$ cat src/twm_pkg.sv
// Purpose: Shared constants and state codes for the two-wire master transmitter
// Assumes: 250 MHz system clock, 8-bit register file on a plain strobe port
// Notes:   Status codes are given with the low three bits already zero
package twm_pkg;
    // Register offsets
    localparam logic [1:0] ADDR_CTRL = 2'h0;
    localparam logic [1:0] ADDR_DATA = 2'h1;
    localparam logic [1:0] ADDR_STAT = 2'h2;

    // Bit positions in bus_control
    localparam int CTRL_FLAG = 7;
    localparam int CTRL_ACKEN = 6;
    localparam int CTRL_STA = 5;
    localparam int CTRL_STO = 4;
    localparam int CTRL_WCOL = 3;
    localparam int CTRL_EN = 2;
    localparam int CTRL_IRQEN = 0;

    // Reset values
    localparam logic [7:0] DATA_RST = 8'hff;
    localparam logic [7:0] STAT_RST = 8'hf8;

    // Status codes
    localparam logic [7:0] SC_START = 8'h08;
    localparam logic [7:0] SC_RSTART = 8'h10;
    localparam logic [7:0] SC_AW_ACK = 8'h18;
    localparam logic [7:0] SC_AW_NACK = 8'h20;
    localparam logic [7:0] SC_D_ACK = 8'h28;
    localparam logic [7:0] SC_D_NACK = 8'h30;
    localparam logic [7:0] SC_ARB_LOST = 8'h38;
    localparam logic [7:0] SC_AR_ACK = 8'h40;
    localparam logic [7:0] SC_AR_NACK = 8'h48;

    // Timing: half of one bus bit period
    localparam int CLK_NS = 4;
    localparam int T_HALF_NS = 80;
    localparam int HALF_CYC = (T_HALF_NS + CLK_NS - 1) / CLK_NS;
    localparam logic [7:0] HALF_LAST = 8'(HALF_CYC - 1);

    // Bit counter value of the acknowledge slot
    localparam logic [3:0] ACK_SLOT = 4'h8;

    // Sequencer states
    typedef enum logic [3:0] {
        S_IDLE = 4'h0,
        S_WAIT_FREE = 4'h1,
        S_START_A = 4'h2,
        S_START_B = 4'h3,
        S_BIT_LO = 4'h4,
        S_BIT_HI = 4'h5,
        S_HOLD = 4'h6,
        S_STOP_A = 4'h7,
        S_STOP_B = 4'h8,
        S_STOP_C = 4'h9,
        S_RS_A = 4'ha,
        S_RS_B = 4'hb,
        S_LOST = 4'hc
    } twm_state_type;
endpackage : twm_pkg

$ cat src/twm_master_tx.sv
// Purpose: Two-wire bus master transmitter with control, data and status registers
// Assumes: Open-drain pins resolved outside; pull-ups keep idle lines high
// Notes:   Bit rate fixed by the half-period constant, no prescaler
//
// The placing of the registers and the address-and-strobe port were chosen for this implementation.
`timescale 1ns/10ps
// Function
// - Start request with enable and flag clear waits for a free bus, then STARTs
// - After START the flag rises with status 0x08
// - Address write bit selects transmitter mode, read bit selects receiver mode
// - After write address: flag with 0x18 ack, 0x20 nack, 0x38 lost
// - Data byte acknowledged gives flag with status 0x28
// - Data byte not acknowledged gives flag with status 0x30
// - Data write while flag low is dropped and sets write collision
// - Writing one to flag clears it; no start/stop sends the loaded address
// - Clearing flag without start/stop sends the loaded data byte, samples ack
// - Clear with stop only sends STOP; hardware clears stop request
// - Clear with start and stop sends STOP then START, clears stop request
// - Clear with start only sends repeated START; flag with status 0x10
// - After 0x10 either address direction may follow; read enters receiver mode
// - After 0x38 clear releases bus; with start, START once bus frees
// - Clock line held low while the flag is set and the unit stays enabled
// - All bus activity suspended while flag is set
module twm_master_tx (
    // Clock and reset
    input wire logic clk_sys_i,
    input wire logic srst_i,
    // Register port
    input wire logic [1:0] addr_i,
    input wire logic [7:0] wdata_i,
    input wire logic wr_i,
    input wire logic rd_i,
    output logic [7:0] rdata_o,
    // Serial bus, open drain
    input wire logic scl_i,
    output logic scl_o,
    output logic scl_oe_o,
    input wire logic sda_i,
    output logic sda_o,
    output logic sda_oe_o,
    // Mode hand-off
    output logic rx_mode_o
);
    twm_pkg::twm_state_type state_q, state_d;
    logic [7:0] cnt_q, cnt_d;
    logic [7:0] shift_q, shift_d;
    logic [3:0] bitn_q, bitn_d;
    logic [7:0] data_q, data_d;
    logic [7:0] stat_q, stat_d;
    logic [7:0] rdata_q, rdata_d;
    logic flag_q, flag_d, acken_q, acken_d, sta_q, sta_d, sto_q, sto_d;
    logic wcol_q, wcol_d, en_q, en_d, irqen_q, irqen_d;
    logic scl_low_q, scl_low_d, sda_low_q, sda_low_d;
    logic owned_q, owned_d, first_q, first_d, rw_q, rw_d, rep_q, rep_d;
    logic rx_q, rx_d, busy_q, busy_d, scl_p_q, sda_p_q;
    logic scl_s, sda_s, wr_ctrl, clr_flag;

    // Pins pass two flops before any logic looks at them
    twm_sync #(.W(2)) u_sync (
        .clk_sys_i(clk_sys_i),
        .srst_i(srst_i),
        .async_i({scl_i, sda_i}),
        .sync_o({scl_s, sda_s})
    );

    function automatic logic half_done(input logic [7:0] c);
        half_done = (c == twm_pkg::HALF_LAST);
    endfunction : half_done

    function automatic logic [7:0] ack_code(input logic first, input logic rw,
                                            input logic ack);
        if (first && !rw) begin
            ack_code = ack ? twm_pkg::SC_AW_ACK : twm_pkg::SC_AW_NACK;
        end else if (first) begin
            ack_code = ack ? twm_pkg::SC_AR_ACK : twm_pkg::SC_AR_NACK;
        end else begin
            ack_code = ack ? twm_pkg::SC_D_ACK : twm_pkg::SC_D_NACK;
        end
    endfunction : ack_code

    assign wr_ctrl = wr_i && (addr_i == twm_pkg::ADDR_CTRL);
    assign clr_flag = wr_ctrl && wdata_i[twm_pkg::CTRL_FLAG];

    // Register file, bus watcher and bit sequencer next values
    always_comb begin
        state_d = state_q;
        cnt_d = cnt_q + 8'h01;
        shift_d = shift_q;
        bitn_d = bitn_q;
        data_d = data_q;
        stat_d = stat_q;
        rdata_d = 8'h00;
        flag_d = flag_q;
        acken_d = acken_q;
        sta_d = sta_q;
        sto_d = sto_q;
        wcol_d = wcol_q;
        en_d = en_q;
        irqen_d = irqen_q;
        scl_low_d = scl_low_q;
        sda_low_d = sda_low_q;
        owned_d = owned_q;
        first_d = first_q;
        rw_d = rw_q;
        rep_d = rep_q;
        rx_d = rx_q;
        busy_d = busy_q;
        // START and STOP seen on the lines mark the bus busy or free
        if (scl_s && scl_p_q && sda_p_q && !sda_s) begin
            busy_d = 1'b1;
        end else if (scl_s && scl_p_q && !sda_p_q && sda_s) begin
            busy_d = 1'b0;
        end
        // Register reads, answered next cycle
        if (rd_i) begin
            if (addr_i == twm_pkg::ADDR_CTRL) begin
                rdata_d = {flag_q, acken_q, sta_q, sto_q, wcol_q, en_q, 1'b0, irqen_q};
            end else if (addr_i == twm_pkg::ADDR_DATA) begin
                rdata_d = data_q;
            end else if (addr_i == twm_pkg::ADDR_STAT) begin
                rdata_d = stat_q;
            end else begin
                rdata_d = 8'h00;
            end
        end
        // Data register only accepts writes while the flag is up
        if (wr_i && addr_i == twm_pkg::ADDR_DATA) begin
            if (flag_q) begin
                data_d = wdata_i;
                wcol_d = 1'b0;
            end else begin
                wcol_d = 1'b1;
            end
        end
        if (wr_ctrl) begin
            acken_d = wdata_i[twm_pkg::CTRL_ACKEN];
            sta_d = wdata_i[twm_pkg::CTRL_STA];
            sto_d = wdata_i[twm_pkg::CTRL_STO];
            en_d = wdata_i[twm_pkg::CTRL_EN];
            irqen_d = wdata_i[twm_pkg::CTRL_IRQEN];
        end
        if (clr_flag) begin
            flag_d = 1'b0;
        end
        // Sequencer
        case (state_q)
            twm_pkg::S_IDLE: begin
                scl_low_d = 1'b0;
                sda_low_d = 1'b0;
                cnt_d = 8'h00;
                if (en_q && sta_q && !flag_q) begin
                    state_d = twm_pkg::S_WAIT_FREE;
                end
            end
            twm_pkg::S_WAIT_FREE: begin
                // A free bus must stay idle for half a bit before we claim it
                if (busy_q || !scl_s || !sda_s) begin
                    cnt_d = 8'h00;
                end else if (half_done(cnt_q)) begin
                    state_d = twm_pkg::S_START_A;
                    sda_low_d = 1'b1;
                    owned_d = 1'b1;
                    cnt_d = 8'h00;
                end
            end
            twm_pkg::S_START_A: begin
                if (half_done(cnt_q)) begin
                    state_d = twm_pkg::S_START_B;
                    scl_low_d = 1'b1;
                    cnt_d = 8'h00;
                end
            end
            twm_pkg::S_START_B: begin
                if (half_done(cnt_q)) begin
                    state_d = twm_pkg::S_HOLD;
                    flag_d = 1'b1;
                    stat_d = rep_q ? twm_pkg::SC_RSTART : twm_pkg::SC_START;
                    rep_d = 1'b0;
                    first_d = 1'b1;
                end
            end
            twm_pkg::S_HOLD: begin
                scl_low_d = 1'b1;
                cnt_d = 8'h00;
                // Nothing moves until software writes the flag clear
                if (clr_flag) begin
                    if (!wdata_i[twm_pkg::CTRL_EN]) begin
                        state_d = twm_pkg::S_IDLE;
                        owned_d = 1'b0;
                    end else if (wdata_i[twm_pkg::CTRL_STO]) begin
                        state_d = twm_pkg::S_STOP_A;
                        sda_low_d = 1'b1;
                    end else if (wdata_i[twm_pkg::CTRL_STA]) begin
                        state_d = twm_pkg::S_RS_A;
                        sda_low_d = 1'b0;
                    end else begin
                        state_d = twm_pkg::S_BIT_LO;
                        shift_d = data_q;
                        bitn_d = 4'h0;
                        if (first_q) begin
                            rw_d = data_q[0];
                        end
                    end
                end
            end
            twm_pkg::S_LOST: begin
                // Clock stays stretched until software answers, data line is let go
                scl_low_d = 1'b1;
                sda_low_d = 1'b0;
                cnt_d = 8'h00;
                if (clr_flag) begin
                    scl_low_d = 1'b0;
                    state_d = wdata_i[twm_pkg::CTRL_STA] && wdata_i[twm_pkg::CTRL_EN]
                              ? twm_pkg::S_WAIT_FREE : twm_pkg::S_IDLE;
                end
            end
            twm_pkg::S_BIT_LO: begin
                scl_low_d = 1'b1;
                sda_low_d = (bitn_q < twm_pkg::ACK_SLOT) ? !shift_q[7] : 1'b0;
                if (half_done(cnt_q)) begin
                    state_d = twm_pkg::S_BIT_HI;
                    scl_low_d = 1'b0;
                    cnt_d = 8'h00;
                end
            end
            twm_pkg::S_BIT_HI: begin
                // A slave stretching the clock holds the count at zero
                if (!scl_s) begin
                    cnt_d = 8'h00;
                end else if (half_done(cnt_q)) begin
                    cnt_d = 8'h00;
                    if (bitn_q == twm_pkg::ACK_SLOT) begin
                        state_d = twm_pkg::S_HOLD;
                        scl_low_d = 1'b1;
                        flag_d = 1'b1;
                        stat_d = ack_code(first_q, rw_q, !sda_s);
                        rx_d = first_q && rw_q;
                        first_d = 1'b0;
                    end else if (!sda_low_q && !sda_s) begin
                        // Another master pulled a one low: step off the bus
                        state_d = twm_pkg::S_LOST;
                        scl_low_d = 1'b1;
                        flag_d = 1'b1;
                        stat_d = twm_pkg::SC_ARB_LOST;
                        owned_d = 1'b0;
                    end else begin
                        state_d = twm_pkg::S_BIT_LO;
                        scl_low_d = 1'b1;
                        shift_d = {shift_q[6:0], 1'b0};
                        bitn_d = bitn_q + 4'h1;
                    end
                end
            end
            twm_pkg::S_STOP_A: begin
                if (half_done(cnt_q)) begin
                    state_d = twm_pkg::S_STOP_B;
                    scl_low_d = 1'b0;
                    cnt_d = 8'h00;
                end
            end
            twm_pkg::S_STOP_B: begin
                if (!scl_s) begin
                    cnt_d = 8'h00;
                end else if (half_done(cnt_q)) begin
                    state_d = twm_pkg::S_STOP_C;
                    sda_low_d = 1'b0;
                    cnt_d = 8'h00;
                end
            end
            twm_pkg::S_STOP_C: begin
                if (half_done(cnt_q)) begin
                    // A pending start request relaunches from idle
                    state_d = twm_pkg::S_IDLE;
                    sto_d = 1'b0;
                    owned_d = 1'b0;
                    rx_d = 1'b0;
                end
            end
            twm_pkg::S_RS_A: begin
                if (half_done(cnt_q)) begin
                    state_d = twm_pkg::S_RS_B;
                    scl_low_d = 1'b0;
                    cnt_d = 8'h00;
                end
            end
            twm_pkg::S_RS_B: begin
                if (!scl_s) begin
                    cnt_d = 8'h00;
                end else if (half_done(cnt_q)) begin
                    state_d = twm_pkg::S_START_A;
                    sda_low_d = 1'b1;
                    rep_d = 1'b1;
                    rx_d = 1'b0;
                    cnt_d = 8'h00;
                end
            end
            default: begin
                state_d = twm_pkg::S_IDLE;
            end
        endcase
        // Disabling the unit drops the bus at once
        if (wr_ctrl && !wdata_i[twm_pkg::CTRL_EN]) begin
            state_d = twm_pkg::S_IDLE;
            scl_low_d = 1'b0;
            sda_low_d = 1'b0;
            owned_d = 1'b0;
            rx_d = 1'b0;
        end
    end

    // Register stage
    always_ff @(posedge clk_sys_i) begin
        if (srst_i) begin
            state_q <= twm_pkg::S_IDLE;
            cnt_q <= 8'h00;
            shift_q <= 8'h00;
            bitn_q <= 4'h0;
            data_q <= twm_pkg::DATA_RST;
            stat_q <= twm_pkg::STAT_RST;
            rdata_q <= 8'h00;
            flag_q <= 1'b0;
            acken_q <= 1'b0;
            sta_q <= 1'b0;
            sto_q <= 1'b0;
            wcol_q <= 1'b0;
            en_q <= 1'b0;
            irqen_q <= 1'b0;
            scl_low_q <= 1'b0;
            sda_low_q <= 1'b0;
            owned_q <= 1'b0;
            first_q <= 1'b0;
            rw_q <= 1'b0;
            rep_q <= 1'b0;
            rx_q <= 1'b0;
            busy_q <= 1'b0;
            scl_p_q <= 1'b1;
            sda_p_q <= 1'b1;
        end else begin
            state_q <= state_d;
            cnt_q <= cnt_d;
            shift_q <= shift_d;
            bitn_q <= bitn_d;
            data_q <= data_d;
            stat_q <= stat_d;
            rdata_q <= rdata_d;
            flag_q <= flag_d;
            acken_q <= acken_d;
            sta_q <= sta_d;
            sto_q <= sto_d;
            wcol_q <= wcol_d;
            en_q <= en_d;
            irqen_q <= irqen_d;
            scl_low_q <= scl_low_d;
            sda_low_q <= sda_low_d;
            owned_q <= owned_d;
            first_q <= first_d;
            rw_q <= rw_d;
            rep_q <= rep_d;
            rx_q <= rx_d;
            busy_q <= busy_d;
            scl_p_q <= scl_s;
            sda_p_q <= sda_s;
        end
    end

    // Open drain: only ever pull low
    assign scl_o = 1'b0;
    assign sda_o = 1'b0;
    assign scl_oe_o = scl_low_q;
    assign sda_oe_o = sda_low_q;
    assign rdata_o = rdata_q;
    assign rx_mode_o = rx_q;
endmodule : twm_master_tx

$ cat src/twm_sync.sv
// Purpose: Two-flop synchroniser for the serial bus pins
// Assumes: Inputs are asynchronous to clk_sys_i
// Notes:   Only the second stage leaves this module
`timescale 1ns/10ps
module twm_sync #(
    parameter int W = 2
) (
    // Clock and reset
    input wire logic clk_sys_i,
    input wire logic srst_i,
    // Pins
    input wire logic [W-1:0] async_i,
    output logic [W-1:0] sync_o
);
    logic [W-1:0] meta_q;
    logic [W-1:0] sync_q;

    // Idle bus lines float high, so reset to ones
    always_ff @(posedge clk_sys_i) begin
        if (srst_i) begin
            meta_q <= '1;
            sync_q <= '1;
        end else begin
            meta_q <= async_i;
            sync_q <= meta_q;
        end
    end

    assign sync_o = sync_q;
endmodule : twm_sync

$ cat config.mk
export PLATFORM = sky130hd
export DESIGN_NAME = twm_master_tx
export DESIGN_NICKNAME = d
export VERILOG_FILES = /design/src/twm_pkg.sv /design/src/twm_master_tx.sv /design/src/twm_sync.sv
export SDC_FILE = /design/constraint.sdc
export NUM_CORES = 1
export LEC_CHECK = 0
export BUFFER_PORTS_ARGS = -buffer_cell sky130_fd_sc_hd__buf_2
export CAP_MARGIN = 20
export CORE_UTILIZATION = 30
export CTS_BUF_LIST = sky130_fd_sc_hd__clkbuf_8
export DETAILED_ROUTE_END_ITERATION = 8
export GPL_ROUTABILITY_DRIVEN = 0
export PLACE_DENSITY = 0.58
export SLEW_MARGIN = 20
export SYNTH_ARGS = -nofsm -noshare
export SYNTH_HDL_FRONTEND = slang
export SYNTH_HIERARCHICAL = 1
export SYNTH_SLANG_ARGS = --single-unit
$ cat constraint.sdc
create_clock -name clk_sys_i -period 2.25 [get_ports clk_sys_i]
set_input_delay 0.1125 -clock clk_sys_i [delete_from_list [all_inputs] [get_ports clk_sys_i]]
set_output_delay 0.1125 -clock clk_sys_i [all_outputs]
set_load 0.02 [all_outputs]
==> flow_summary.ini <==
[run_status]
run_status = completed

[critical_path]
cp.arrival_ns = 2.34
cp_max_fo = 5
crit_type = register to register
crit_path_start_kind = register
cp.required_ns = 2.52
crit_path_end_kind = register

[synthesis]
ys.flop_type = dfxtp_1
synth_xor_area_share_pct = 1.573
synthArstFlopShare_pct = 0
synth_top_family_by_area = simple AND/OR/NAND/NOR gates
synth_commonest_cells = dfxtp_1 (65), nor2_1 (55), nand2_1 (49), a21oi_1 (20), mux2i_1 (17)
netlist_area_um2 = 3341
synth_compound_area_share_pct = 17.53
synth-simple-area-share_pct = 29.44
synth_top_area_share_pct = 38.95
yosys.area.top_type = dfxtp_1
syn_inst = 406
ys_warn_count = 6
synth_adder_area_share_pct = 1.498
synth_edf_count = 0
synthDistinctLibCells = 64
syn_avg_cell_area_um2 = 8.228
yosys_register_bits = 65
synthMostInstantiatedCell = dfxtp_1
synth_area_leaders = dfxtp_1 (39%), nor2_1 (6.2%), nand2_1 (5.5%), mux2i_1 (5.1%), a21oi_1 (3.0%)
synth.area.mux_share_pct = 5.431
synth-seq-area-share_pct = 38.95

[min_path]
min_path_type = input pin to register

[timing]
fin_crit_sh_pct = 92.02
maxSlewViolCount = 0
period_needed_ns = 2.070
tightest_slew_ns = 0.5136
hold_viol_final = 0
tns_ns = 0
clock-skew-final_ns = 0.008571
setup_viol = 0
slew_headroom_pct = 65.72
max_freq_ghz = 0.4830
rsz0062_at_grt = false

[layout]
antennaDiodeCount = 0
final-seq-area_um2 = 1301
nets = 460
fillerInstances = 1161
final_layout_size_suffix_gt1_share_pct = 15.96
multi_input_area_um2 = 1882
final_cells = 585
area_delta_synth_final_pct = 16.18
final_cell_area_um2 = 3881

[power_and_ir_drop]
p_int_w = 0.001676
p_leak_nw = 1.558
p_total_w = 0.002314
ir_drop_mv = 0.3505
sw_frac_of_total_pct = 27.59
switching_power_w = 0.0006385
seqPwrFrac_pct = 51.6
cellPowerDensity_nw_per_um2 = 596.3
power_frac_clock_pct = 36.0
p_comb_share_pct = 12.3

[clocking]
clock_path_buffers = 2
clk_pin_slew_ns = 0.07
cts_setup_buffers = 0
cts_max_level = 3
cts_tree = yes
cts_root_buffer = clkbuf_8
insertion_delay_ns = 0.34
cts.sinks = 65
cts_inserted_buffers = 9

[grt]
grt_pass1_wl_um = 13890
grt_max_degree = 45
antenna_found_initial = 0
gr-usage-all-layers_pct = 15.36
grt_overflow = 0
grt_pass1_vias = 2829

[floorplanning]
dieArea_um2 = 11560
rows = 38
die_w_um = 107.5
top_level_ports = 29
start_util_pct = 30.82
fp.dieH_um = 107.5
core_um2 = 10840

[routing]
drcViolationCount = 0
vias = 2984
viasPerCell = 5.101
wl_per_cell_um = 14.31
first_iter_violations = 254
ant_nets = 0
wirelength_um = 8374
drtPass1Iterations = 4

[job]
drv_cap = 0

[placement]
post-dp-hpwl_um = 5983
dp.cells = 564
place.port_buffers = 26
placed_area_um2 = 3647
## placed cells by master, fill, tap and decap left out, drive strengths merged, types with 12 or more instances in the layout
| cell type | Yosys | layout |
|---|---|---|
| nand2 | 49 | 49 |
| dfxtp | 65 | 65 |
| mux2i | 17 | 17 |
| nand3b | 12 | 12 |
| a21oi | 21 | 21 |
| inv | 12 | 13 |
| nor2 | 55 | 55 |
| nor2b | 13 | 13 |
| buf | 13 | 44 |
## power groups by stage
stage	logic (W)	registers, W	clock network, W
global placement	0.000270	0.00122	0
detailed placement	0.000273	0.00122	0
finish	0.000285	0.00119	0.000834
floorplan	0.000188	0.00122	0
CTS	0.000280	0.00119	0.000859
global route	0.000316	0.00120	0.000904
## registers in the layout, summed over array words and instances, names as in the netlist, 2 cells and up
register	cells
cnt_q	8
state_q	4
shift_q	8
bitn_q	4
stat_q	5
data_q	8
u_sync/sync_o	2
u_sync/meta_q	2
rdata_o	8
## worst max-delay path, stage by stage (launching register included)
cell and delay, ns:
dfxtp_1 0.37, ha_2 0.23, nor4b_4 0.21, nand4b_1 0.18
a221o_1 0.40, or4_1 0.47, a21oi_1 0.13
## area by class of cell
type | count | area share [%]
multi-input combinational | 303 | 48.48
timing repair buffer | 49 | 8.124
clock inverter | 7 | 0.9994
sequential | 65 | 33.53
clock buffer | 9 | 3.191
tap | 140 | 4.513
inverter | 12 | 1.161
## cells by family (layout without fill, tap and decap cells)
kind of cell               count (synthesis)  count (layout)
and+or+nand+nor                          190             190
AOI/OAI and AO/OA                         83              83
DFF                                       65              65
buffers and inverters                     39              77
muxes                                     18              18
xor gates and xnor gates                   6               6
adders and majority gates                  4               4
other                                      1               2
## per-layer routing
layer / GRT usage (%) / share of wire, % / vias up
li1: - / - / 1500
met1: 20.66 / 48 / 1418
met2: 24.08 / 47 / 60
met3: 4.237 / 4.0 / 6
met4: 3.914 / 0.98 / 0
met5: 0 / 0 / -
## repair_timing
item / in CTS / in global routing
setup endpoints to repair: 0 / 7
hold endpoints to repair: 5 / 0
hold buffers: 5 / 0
gates resized for setup: 0 / 4
## metrics by stage
stage                     hold WS, ns  setup WS, ns  utilization [%]
after floorplan                0.2096        0.2375                -
after global routing          0.01750      0.009651            35.80
after CTS                     0.01640       0.07924            35.61
final                         0.02508        0.1797            35.80
after detailed placement       0.2954       0.09749            33.65
after global placement         0.2965        0.1610            33.65
## path summary, 6_finish.rpt
| path | startpoint | end | slack (ns) | cells after the start |
|---|---|---|---|---|
| setup / recovery | cnt_q[0] | bitn_q[3] | 0.18 | 6 |
| setup reg to reg | cnt_q[0] | bitn_q[3] | 0.18 | 6 |
| hold reg to reg | u_sync/meta_q[0] | u_sync/sync_o[0] | 0.41 | 1 |
| hold / removal | wdata_i[6] | data_q[6] | 0.03 | 3 |
Power figures use the tool's default switching activity.
